`config.mk`:
```
export PLATFORM = sky130hd
export DESIGN_NAME = slave_swap_restore_sequencer
export DESIGN_NICKNAME = d
export VERILOG_FILES = /design/src/include/swap_pkg.sv /design/src/design/swap_axil_regs.sv /design/src/design/slave_swap_restore_sequencer.sv
export SDC_FILE = /design/constraint.sdc
export NUM_CORES = 1
export LEC_CHECK = 0
export BUFFER_PORTS_ARGS = -buffer_cell sky130_fd_sc_hd__buf_2
export CELL_PAD_IN_SITES_DETAIL_PLACEMENT = 0
export CELL_PAD_IN_SITES_GLOBAL_PLACEMENT = 1
export CORE_AREA = 2 2 204 206
export DETAILED_ROUTE_END_ITERATION = 7
export DIE_AREA = 0 0 206 208
export GPL_TIMING_DRIVEN = 0
export PLACE_DENSITY_LB_ADDON = 0.1
export SYNTH_ARGS = -nofsm -noshare
export SYNTH_HDL_FRONTEND = slang
export SYNTH_SLANG_ARGS = --single-unit
```
`constraint.sdc`:
```
create_clock -name aclk -period 4.9 [get_ports aclk]
set_clock_uncertainty 0.15 [all_clocks]
set_input_delay 0 -clock aclk [delete_from_list [all_inputs] [get_ports aclk]]
set_output_delay 0 -clock aclk [all_outputs]
set_load 0.02 [all_outputs]
```
`src/include/swap_pkg.sv`:
```
// Constants for the single slave swap and restore sequencer.
// Assumes a 100 MHz aclk and a 32-bit AXI4-Lite register bus.
package swap_pkg;
    localparam int unsigned CLK_HZ         = 100_000_000;
    localparam int unsigned DONE_HOLD_S    = 5;
    localparam int unsigned DONE_HOLD_CYC  = DONE_HOLD_S * CLK_HZ;
    localparam int unsigned PARAM_COUNT    = 19;
    localparam int unsigned ITEM_COUNT     = PARAM_COUNT + 1;

    // Register byte offsets
    localparam logic [7:0] CTRL_OFS        = 8'h00;
    localparam logic [7:0] STATUS_OFS      = 8'h04;
    localparam logic [7:0] OLD_MODEL_OFS   = 8'h08;
    localparam logic [7:0] NEW_MODEL_OFS   = 8'h0C;

    // Control register fields
    localparam int unsigned CTRL_ENABLE_N  = 0;
    localparam int unsigned CTRL_ERR_CLR   = 1;
    localparam int unsigned CTRL_TUNING    = 2;
    localparam logic [31:0] CTRL_RESET     = 32'h0000_0000;

    // Status register fields
    localparam int unsigned ST_IN_PROG     = 0;
    localparam int unsigned ST_DONE        = 1;
    localparam int unsigned ST_PA_DONE     = 2;
    localparam int unsigned ST_LINE_BREAK  = 3;
    localparam int unsigned ST_ALARM       = 4;
    localparam int unsigned ST_PA_ERR      = 5;
    localparam int unsigned ST_ABORTED     = 6;

    localparam logic [1:0] RESP_OKAY       = 2'b00;
    localparam logic [1:0] RESP_SLVERR     = 2'b10;

    typedef enum logic [3:0] {
        S_OFF,
        S_POWER_UP,
        S_CHECK_IDS,
        S_DETECT_NEW,
        S_READ_MODEL,
        S_COMPARE,
        S_WRITE_ITEM,
        S_WAIT_ITEM,
        S_DONE_HOLD,
        S_IDLE,
        S_ABORT
    } seq_state_t;
endpackage

```
`src/design/swap_axil_regs.sv`:
```
// AXI4-Lite slave holding the control word and returning status reads.
// Assumes one write and one read outstanding at most.
`timescale 1ns/1ns
module swap_axil_regs
    import swap_pkg::*;
(
    input  wire logic        aclk,
    input  wire logic        aresetn,
    input  wire logic [7:0]  awaddr,
    input  wire logic        awvalid,
    output logic             awready,
    input  wire logic [31:0] wdata,
    input  wire logic [3:0]  wstrb,
    input  wire logic        wvalid,
    output logic             wready,
    output logic [1:0]       bresp,
    output logic             bvalid,
    input  wire logic        bready,
    input  wire logic [7:0]  araddr,
    input  wire logic        arvalid,
    output logic             arready,
    output logic [31:0]      rdata,
    output logic [1:0]       rresp,
    output logic             rvalid,
    input  wire logic        rready,
    input  wire logic [31:0] status_word,
    input  wire logic [31:0] old_model,
    input  wire logic [31:0] new_model,
    output logic [31:0]      ctrl_q,
    output logic             clear_pulse_q
);
    logic        aw_held_q;
    logic        w_held_q;
    logic [7:0]  awaddr_q;
    logic [31:0] wdata_q;
    logic [3:0]  wstrb_q;
    logic [31:0] ctrl_d;
    logic [31:0] rdata_d;
    logic [1:0]  rresp_d;
    logic [31:0] byte_mask;

    wire aw_take   = awvalid && awready;
    wire w_take    = wvalid && wready;
    wire do_write  = aw_held_q && w_held_q && !bvalid;
    wire wr_ctrl   = do_write && (awaddr_q == CTRL_OFS);
    wire wr_ro     = (awaddr_q == STATUS_OFS) || (awaddr_q == OLD_MODEL_OFS)
                   || (awaddr_q == NEW_MODEL_OFS);
    wire ar_take   = arvalid && arready;

    genvar gi;
    generate
        for (gi = 0; gi < 4; gi++)
        begin : g_mask
            assign byte_mask[gi*8 +: 8] = {8{wstrb_q[gi]}};
        end
    endgenerate

    assign ctrl_d = wr_ctrl ? ((ctrl_q & ~byte_mask) | (wdata_q & byte_mask))
                            : ctrl_q;

    always_comb
    begin
        rresp_d = RESP_OKAY;
        unique case (araddr)
            CTRL_OFS:      rdata_d = ctrl_q;
            STATUS_OFS:    rdata_d = status_word;
            OLD_MODEL_OFS: rdata_d = old_model;
            NEW_MODEL_OFS: rdata_d = new_model;
            default:
            begin
                rdata_d = 32'h0000_0000;
                rresp_d = RESP_SLVERR;
            end
        endcase
    end

    always_ff @(posedge aclk)
    begin
        if (!aresetn)
        begin
            awready       <= 1'b1;
            wready        <= 1'b1;
            aw_held_q     <= 1'b0;
            w_held_q      <= 1'b0;
            awaddr_q      <= 8'h00;
            wdata_q       <= 32'h0000_0000;
            wstrb_q       <= 4'h0;
            bvalid        <= 1'b0;
            bresp         <= RESP_OKAY;
            ctrl_q        <= CTRL_RESET;
            clear_pulse_q <= 1'b0;
        end
        else
        begin
            if (aw_take)
            begin
                aw_held_q <= 1'b1;
                awaddr_q  <= awaddr;
                awready   <= 1'b0;
            end
            if (w_take)
            begin
                w_held_q <= 1'b1;
                wdata_q  <= wdata;
                wstrb_q  <= wstrb;
                wready   <= 1'b0;
            end
            ctrl_q        <= ctrl_d;
            // Clear fires on the bit's off-to-on edge
            clear_pulse_q <= wr_ctrl && wstrb_q[0]
                          && wdata_q[CTRL_ERR_CLR] && !ctrl_q[CTRL_ERR_CLR];
            if (do_write)
            begin
                bvalid    <= 1'b1;
                bresp     <= (wr_ctrl || wr_ro) ? RESP_OKAY : RESP_SLVERR;
                aw_held_q <= 1'b0;
                w_held_q  <= 1'b0;
            end
            if (bvalid && bready)
            begin
                bvalid  <= 1'b0;
                awready <= 1'b1;
                wready  <= 1'b1;
            end
        end
    end

    always_ff @(posedge aclk)
    begin
        if (!aresetn)
        begin
            arready <= 1'b1;
            rvalid  <= 1'b0;
            rdata   <= 32'h0000_0000;
            rresp   <= RESP_OKAY;
        end
        else if (ar_take)
        begin
            arready <= 1'b0;
            rvalid  <= 1'b1;
            rdata   <= rdata_d;
            rresp   <= rresp_d;
        end
        else if (rvalid && rready)
        begin
            rvalid  <= 1'b0;
            arready <= 1'b1;
        end
    end
endmodule

```
`src/design/slave_swap_restore_sequencer.sv`:
```
// Sequencer that restores a stored backup into one replaced slave module.
// Assumes a line engine that performs the line checks and parameter
// accesses as request / done handshakes on this clock.
`timescale 1ns/1ns

module slave_swap_restore_sequencer
    import swap_pkg::*;
#(
    parameter int unsigned DONE_CYCLES = DONE_HOLD_CYC,
    parameter int unsigned ID_W        = 12,
    parameter int unsigned PARAM_W     = 16
)
(
    input  wire logic               aclk,
    input  wire logic               aresetn,
    // AXI4-Lite register bus
    input  wire logic [7:0]         s_awaddr,
    input  wire logic               s_awvalid,
    output logic                    s_awready,
    input  wire logic [31:0]        s_wdata,
    input  wire logic [3:0]         s_wstrb,
    input  wire logic               s_wvalid,
    output logic                    s_wready,
    output logic [1:0]              s_bresp,
    output logic                    s_bvalid,
    input  wire logic               s_bready,
    input  wire logic [7:0]         s_araddr,
    input  wire logic               s_arvalid,
    output logic                    s_arready,
    output logic [31:0]             s_rdata,
    output logic [1:0]              s_rresp,
    output logic                    s_rvalid,
    input  wire logic               s_rready,
    // System conditions
    input  wire logic               module_power,
    input  wire logic               detect_ok,
    input  wire logic               other_slave_error,
    input  wire logic               idless_slave_present,
    input  wire logic               fault_event,
    // Backup captured by automatic address detection
    input  wire logic [ID_W-1:0]    backup_id,
    input  wire logic [31:0]        backup_model,
    input  wire logic [PARAM_W-1:0] backup_param [PARAM_COUNT],
    // Line engine handshake
    output logic                    check_req_q,
    input  wire logic               check_done,
    input  wire logic               old_missing,
    input  wire logic               new_found,
    output logic                    model_req_q,
    input  wire logic               model_done,
    input  wire logic [31:0]        model_value,
    output logic                    write_req_q,
    output logic [4:0]              write_index_q,
    output logic [PARAM_W-1:0]      write_value_q,
    input  wire logic               write_done,
    // Status flags
    output logic                    swap_in_progress_flag,
    output logic                    swap_done_flag,
    output logic                    param_access_done_flag,
    output logic                    line_break_error_flag,
    output logic                    slave_alarm_flag,
    output logic                    param_access_error_flag
);
    initial
    begin
        if (DONE_CYCLES < 1 || ID_W < 1 || ID_W > PARAM_W || PARAM_W > 32)
            $error("slave_swap_restore_sequencer: bad parameters");
    end

    seq_state_t  state_q, state_d;
    logic [31:0] ctrl_q;
    logic        clear_pulse_q;
    logic [31:0] new_model_q;
    logic [31:0] hold_cnt_q;
    logic        aborted_q;
    logic        pwr_s1_q, pwr_q;
    logic        fault_s1_q, fault_q;
    logic [31:0] status_word;
    logic [PARAM_W-1:0] item_value;

    wire swap_enable = !ctrl_q[CTRL_ENABLE_N];
    wire tuning_mode_flag = ctrl_q[CTRL_TUNING];
    wire conditions_ok = detect_ok && swap_enable && !other_slave_error
                      && !idless_slave_present && !tuning_mode_flag;
    wire in_sequence = (state_q != S_OFF) && (state_q != S_IDLE)
                    && (state_q != S_ABORT) && (state_q != S_DONE_HOLD);
    wire abort_now = in_sequence && (fault_q || !conditions_ok);
    wire last_item = (write_index_q == 5'(ITEM_COUNT - 1));
    wire hold_over = (hold_cnt_q == 32'(DONE_CYCLES - 1));
    wire model_match = (new_model_q == backup_model);
    wire [4:0] index_d = (state_q == S_COMPARE) ? 5'h00
                       : (state_q == S_WAIT_ITEM && write_done && !last_item)
                       ? write_index_q + 5'h01 : write_index_q;

    // Item 0 is the module ID, items 1 to 19 are device parameters
    assign item_value = (index_d == 5'h00)
                      ? PARAM_W'(backup_id)
                      : backup_param[index_d - 5'h01];

    assign status_word = {25'h0000000, aborted_q, param_access_error_flag,
                          slave_alarm_flag, line_break_error_flag,
                          param_access_done_flag, swap_done_flag,
                          swap_in_progress_flag};

    swap_axil_regs u_regs
    (
        .aclk          (aclk),
        .aresetn       (aresetn),
        .awaddr        (s_awaddr),
        .awvalid       (s_awvalid),
        .awready       (s_awready),
        .wdata         (s_wdata),
        .wstrb         (s_wstrb),
        .wvalid        (s_wvalid),
        .wready        (s_wready),
        .bresp         (s_bresp),
        .bvalid        (s_bvalid),
        .bready        (s_bready),
        .araddr        (s_araddr),
        .arvalid       (s_arvalid),
        .arready       (s_arready),
        .rdata         (s_rdata),
        .rresp         (s_rresp),
        .rvalid        (s_rvalid),
        .rready        (s_rready),
        .status_word   (status_word),
        .old_model     (backup_model),
        .new_model     (new_model_q),
        .ctrl_q        (ctrl_q),
        .clear_pulse_q (clear_pulse_q)
    );

    // Power and fault come from outside this clock domain
    always_ff @(posedge aclk)
    begin
        if (!aresetn)
        begin
            pwr_s1_q   <= 1'b0;
            pwr_q      <= 1'b0;
            fault_s1_q <= 1'b0;
            fault_q    <= 1'b0;
        end
        else
        begin
            pwr_s1_q   <= module_power;
            pwr_q      <= pwr_s1_q;
            fault_s1_q <= fault_event;
            fault_q    <= fault_s1_q;
        end
    end

    always_comb
    begin
        state_d = state_q;
        unique case (state_q)
            S_OFF:        if (pwr_q) state_d = S_POWER_UP;
            S_POWER_UP:   state_d = conditions_ok ? S_CHECK_IDS : S_IDLE;
            S_CHECK_IDS:  if (check_done)
                              state_d = (old_missing && new_found)
                                      ? S_READ_MODEL : S_IDLE;
            S_DETECT_NEW: state_d = S_READ_MODEL;
            S_READ_MODEL: if (model_done) state_d = S_COMPARE;
            S_COMPARE:    state_d = model_match ? S_WRITE_ITEM : S_IDLE;
            S_WRITE_ITEM: state_d = S_WAIT_ITEM;
            S_WAIT_ITEM:  if (write_done)
                              state_d = last_item ? S_DONE_HOLD : S_WRITE_ITEM;
            S_DONE_HOLD:  if (hold_over) state_d = S_IDLE;
            S_IDLE:       state_d = S_IDLE;
            S_ABORT:      state_d = S_ABORT;
            default:      state_d = S_OFF;
        endcase
        if (abort_now)
            state_d = S_ABORT;
        // Power-off is the only way back to a fresh sequence
        if (!pwr_q)
            state_d = S_OFF;
    end

    always_ff @(posedge aclk)
    begin
        if (!aresetn)
        begin
            state_q       <= S_OFF;
            check_req_q   <= 1'b0;
            model_req_q   <= 1'b0;
            write_req_q   <= 1'b0;
            write_index_q <= 5'h00;
            write_value_q <= '0;
            new_model_q   <= 32'h0000_0000;
            hold_cnt_q    <= 32'h0000_0000;
            aborted_q     <= 1'b0;
        end
        else
        begin
            state_q     <= state_d;
            check_req_q <= (state_d == S_CHECK_IDS) && !check_done;
            model_req_q <= (state_d == S_READ_MODEL) && !model_done;
            write_req_q <= (state_d == S_WRITE_ITEM);
            if (state_q == S_READ_MODEL && model_done)
                new_model_q <= model_value;
            write_index_q <= index_d;
            if (state_d == S_WRITE_ITEM)
                write_value_q <= item_value;
            hold_cnt_q <= (state_q == S_DONE_HOLD) ? hold_cnt_q + 32'h1
                                                    : 32'h0000_0000;
            if (state_d == S_OFF)
                aborted_q <= 1'b0;
            else if (abort_now)
                aborted_q <= 1'b1;
        end
    end

    wire restore_end = (state_q == S_WAIT_ITEM) && write_done && last_item;
    wire err_clear   = clear_pulse_q || restore_end;

    // Flags; sets take priority over clears, except param_access_done_flag, whose clear in S_CHECK_IDS beats the abort set
    always_ff @(posedge aclk)
    begin
        if (!aresetn)
        begin
            swap_in_progress_flag   <= 1'b0;
            swap_done_flag          <= 1'b0;
            param_access_done_flag  <= 1'b0;
            line_break_error_flag   <= 1'b0;
            slave_alarm_flag        <= 1'b0;
            param_access_error_flag <= 1'b0;
        end
        else
        begin
            if (state_q == S_OFF && pwr_q)
                param_access_done_flag <= 1'b1;
            else if (state_q == S_CHECK_IDS && check_done && new_found)
                param_access_done_flag <= 1'b0;
            else if (state_q == S_READ_MODEL && model_done)
                param_access_done_flag <= 1'b1;
            else if (state_d == S_WRITE_ITEM && state_q == S_COMPARE)
                param_access_done_flag <= 1'b0;
            else if (restore_end || state_d == S_ABORT)
                param_access_done_flag <= 1'b1;

            if (state_q == S_READ_MODEL && model_done)
                swap_in_progress_flag <= 1'b1;
            else if (restore_end || state_d != state_q
                     && (state_d == S_IDLE || state_d == S_ABORT
                         || state_d == S_OFF))
                swap_in_progress_flag <= 1'b0;

            if (restore_end)
                swap_done_flag <= 1'b1;
            else if (state_q == S_DONE_HOLD && state_d != S_DONE_HOLD)
                swap_done_flag <= 1'b0;

            if (state_q == S_CHECK_IDS && check_done && old_missing)
                line_break_error_flag <= 1'b1;
            else if (err_clear)
                line_break_error_flag <= 1'b0;

            if (fault_q)
                slave_alarm_flag <= 1'b1;
            else if (err_clear)
                slave_alarm_flag <= 1'b0;

            if (abort_now && (state_q == S_READ_MODEL
                              || state_q == S_WAIT_ITEM))
                param_access_error_flag <= 1'b1;
            else if (state_q == S_COMPARE && !model_match)
                param_access_error_flag <= 1'b1;
            else if (err_clear)
                param_access_error_flag <= 1'b0;
        end
    end
endmodule

```
==> flow_metrics.py <==
metrics = {
    "die": {
        "die_y_um": 208,
        "io_pins": 520,
        "start_util_pct": 30.9,
        "num_rows": 74,
        "die-area_mm2": 0.0428,
        "coreArea_mm2": 0.0406,
        "die_w_um": 206,
    },
    "synth": {
        "synth_area_per_cell_um2": 8.79,
        "synth_top_flop_cell": "dfxtp_1",
        "synth_area_leaders": "dfxtp_1 35%, mux4_2 13%, nand2_1 7.0%",
        "ys_types": 76,
        "syn_inst": 1424,
        "synth_edf_count": 0,
        "yosys_warnings": 0,
        "synth_area_mm2": 0.0125,
        "synthArstFlopShare_pct": 0,
        "synth.top_cell.area_share_pct": 35.4,
        "seq_area_frac_synth_pct": 35.4,
        "synth_top_cell_by_area": "dfxtp_1",
        "ys_ff_latch": 221,
    },
    "routing": {
        "wl_um": 61300,
        "drt_iter0_markers": 893,
        "wl_per_cell_um": 22.7,
        "drtPass1Iterations": 5,
        "final_antenna_net_count": 0,
        "post-route-drc-count": 0,
        "vias": 13949,
        "routed_via_density": 5.16,
    },
    "timing": {
        "fmax_ghz": 0.217,
        "finalCritPeriodShare_pct": 94.0,
        "final.min_clock_period_ns": 4.61,
        "slew_viol_final": 0,
        "worst_pin_slew_ns": 1.07,
        "rsz0062_at_grt": "no",
        "hold_viol": 0,
        "holdWs_ns": 0.0268,
        "max_slew_margin_pct": 27.9,
        "finalSetupViolCount": 0,
    },
    "cells_and_area": {
        "multi_input_area_mm2": 0.00756,
        "nFillCells": 4145,
        "regArea_mm2": 0.00443,
        "nNetsFinal": 2594,
        "final_cells": 2703,
        "syn2layout_area_growth_pct": 48.1,
        "layout-drive-gt1-share_pct": 34.3,
        "most-common-layout-cells": "530 x buf_2, 233 x nand2_1, 219 x dfxtp_1",
        "final_common_cell": "buf_2",
        "postLayoutCoreUtil_pct": 45.7,
    },
    "clock_tree": {
        "htree_levels": 1,
        "clock_latency_ns": 0.55,
        "cts_tree": "yes",
        "clockBufferDepth": 3,
        "clk_pin_slew_worst_paths_ns": 0.06,
        "ctsRootBufferMaster": "clkbuf_16",
        "clock-sinks": 221,
        "numCtsBuffers": 27,
    },
    "worst_setup_path": {
        "cp-start-kind": "register",
        "required_ns": 5.17,
        "rr_worst_depth": 19,
        "criticalPathCategory": "register to register",
        "arrival_ns": 4.88,
        "cp_max_fo": 19,
        "cp-end-kind": "register",
    },
    "hold_path": {
        "holdPathStages": 5,
        "worst_hold_path_type": "primary input to register",
    },
    "power_and_ir_drop": {
        "switching_power_w": 0.00113,
        "p_per_area_mw_per_mm2": 251,
        "pwr-share-comb_pct": 12.9,
        "p_int_w": 0.00352,
        "seqPwrFrac_pct": 39.6,
        "p_clk_share_pct": 47.5,
        "switching_share_pct": 24.4,
        "power.leakage_nw": 7.64,
        "vdd_drop_max_mv": 0.267,
    },
    "grt": {
        "overflow": 0,
        "grt-busiest-layer": "met2",
        "grt_pass1_vias": 14170,
        "grt_pass1_wl_um": 88100,
        "use_met2_pct": 48.4,
        "use_met1_pct": 33.1,
        "use_met3_pct": 4.93,
        "track_usage_pct": 27.7,
        "grt_max_degree": 15,
        "antenna_found_initial": 19,
    },
    "placed_design": {
        "hpwl_um": 50000,
        "dp_cells": 2472,
        "gp_congestion": 0.995,
        "port_buffers": 515,
    },
    "run": {
        "max-cap-violations": 0,
    },
    "outcome": {
        "outcome": "completed",
    },
}
metrics by stage:
| step | area, um^2 | setup slack, ns | setup TNS (ns) | power [W] |
|---|---|---|---|---|
| after floorplan | 12500 | 0.670 | 0 | 0.00208 |
| after global placement | 15800 | -0.959 | -14.22 | 0.00237 |
| after detailed placement | 15800 | -1.02 | -14.79 | 0.00237 |
| after CTS | 18500 | 0.00508 | 0 | 0.00469 |
| after global routing | 18500 | 0.0192 | 0 | 0.00483 |
| final | 18500 | 0.295 | 0 | 0.00466 |
critical path, stage by stage (launching register included):
cell	delay, ns
dfxtp_2	0.46
ha_2	0.29
nand4bb_4	0.19
nand3_2	0.15
mux2i_4	0.30
buf_6	0.23
buf_4	0.30
inv_1	0.13
ha_1	0.21
buf_2	0.18
nor2b_1	0.12
a31oi_1	0.06
or3_1	0.38
a31o_1	0.23
nand2b_1	0.08
clkbuf_2	0.21
buf_2	0.28
a21oi_1	0.08
nor4_1	0.34
o31ai_1	0.12
routing by layer:
metal	vias up	routed length, um	share of wire [%]
met3	109	3930	6.4
met4	0	2490	4.1
met5	-	0	0
met2	563	30500	50
li1	6590	-	-
met1	6687	24400	40
worst paths after layout:
kind                    start                 to  slack, ns
max          write_index_q[0]  write_value_q[11]       0.29
min                write_done   write_index_q[4]       0.03
max reg2reg  write_index_q[0]  write_value_q[11]       0.29
min reg2reg        fault_s1_q            fault_q       0.28
power by group through the flow:
stage	logic (W)	clock network [W]	registers, W
floorplan	0.000191	0	0.00188
global placement	0.000483	0	0.00188
detailed placement	0.000485	0	0.00188
CTS	0.000600	0.00225	0.00185
global route	0.000645	0.00233	0.00185
finish	0.000602	0.00221	0.00184
synth_stat cells, types with 5 or more instances:
| master | count |
|---|---|
| mux2_2 | 43 |
| xnor2_1 | 41 |
| a21oi_2 | 6 |
| and2_1 | 14 |
| nand3_1 | 55 |
| nor3_1 | 16 |
| nand3b_1 | 17 |
| nand4_1 | 15 |
| and3_1 | 11 |
| nand2b_1 | 7 |
| buf_1 | 5 |
| o31ai_1 | 17 |
| nor2b_1 | 6 |
| a22oi_1 | 32 |
| o21ai_0 | 50 |
| or3_1 | 8 |
| inv_1 | 16 |
| nor4_1 | 18 |
| mux2i_1 | 34 |
| nand2_1 | 234 |
| a22o_1 | 25 |
| nor2_1 | 134 |
| buf_2 | 16 |
| mux4_2 | 71 |
| a21oi_1 | 141 |
| buf_4 | 12 |
| clkbuf_1 | 66 |
| xor2_1 | 18 |
| clkbuf_2 | 5 |
| dfxtp_1 | 221 |
cell type report:
cell class | count | area share (%)
Antenna cell | 9 | 0.122
Buffer | 103 | 2.60
Clock buffer | 36 | 4.15
Clock inverter | 14 | 1.19
Inverter | 17 | 0.344
Multi-Input combinational cell | 1082 | 40.8
Sequential cell | 221 | 23.9
Tap cell | 532 | 3.59
Timing Repair Buffer | 689 | 23.3
what timing repair did:
| item | 4_1_cts | 5_1_grt |
|---|---|---|
| buffers inserted | 1 | 0 |
| hold buffers | 173 | 0 |
| setup endpoints to repair | 16 | 16 |
| endpoints found under the hold margin | 143 | 0 |
| gates resized for setup | 10 | 4 |
cells by family after synthesis:
logic type / after synthesis / synth area share [%]
buffers and inverters: 122 / 4.29
AO/OA/AOI/OAI: 310 / 15.6
AND/OR/NAND/NOR: 558 / 20.6
XOR/XNOR: 59 / 4.13
flip-flops: 221 / 35.4
adder cells (fa/ha/maj): 4 / 0.400
other: 1 / 0.0300
multiplexers: 149 / 19.5
No activity file was read; power rests on OpenSTA's default activity.
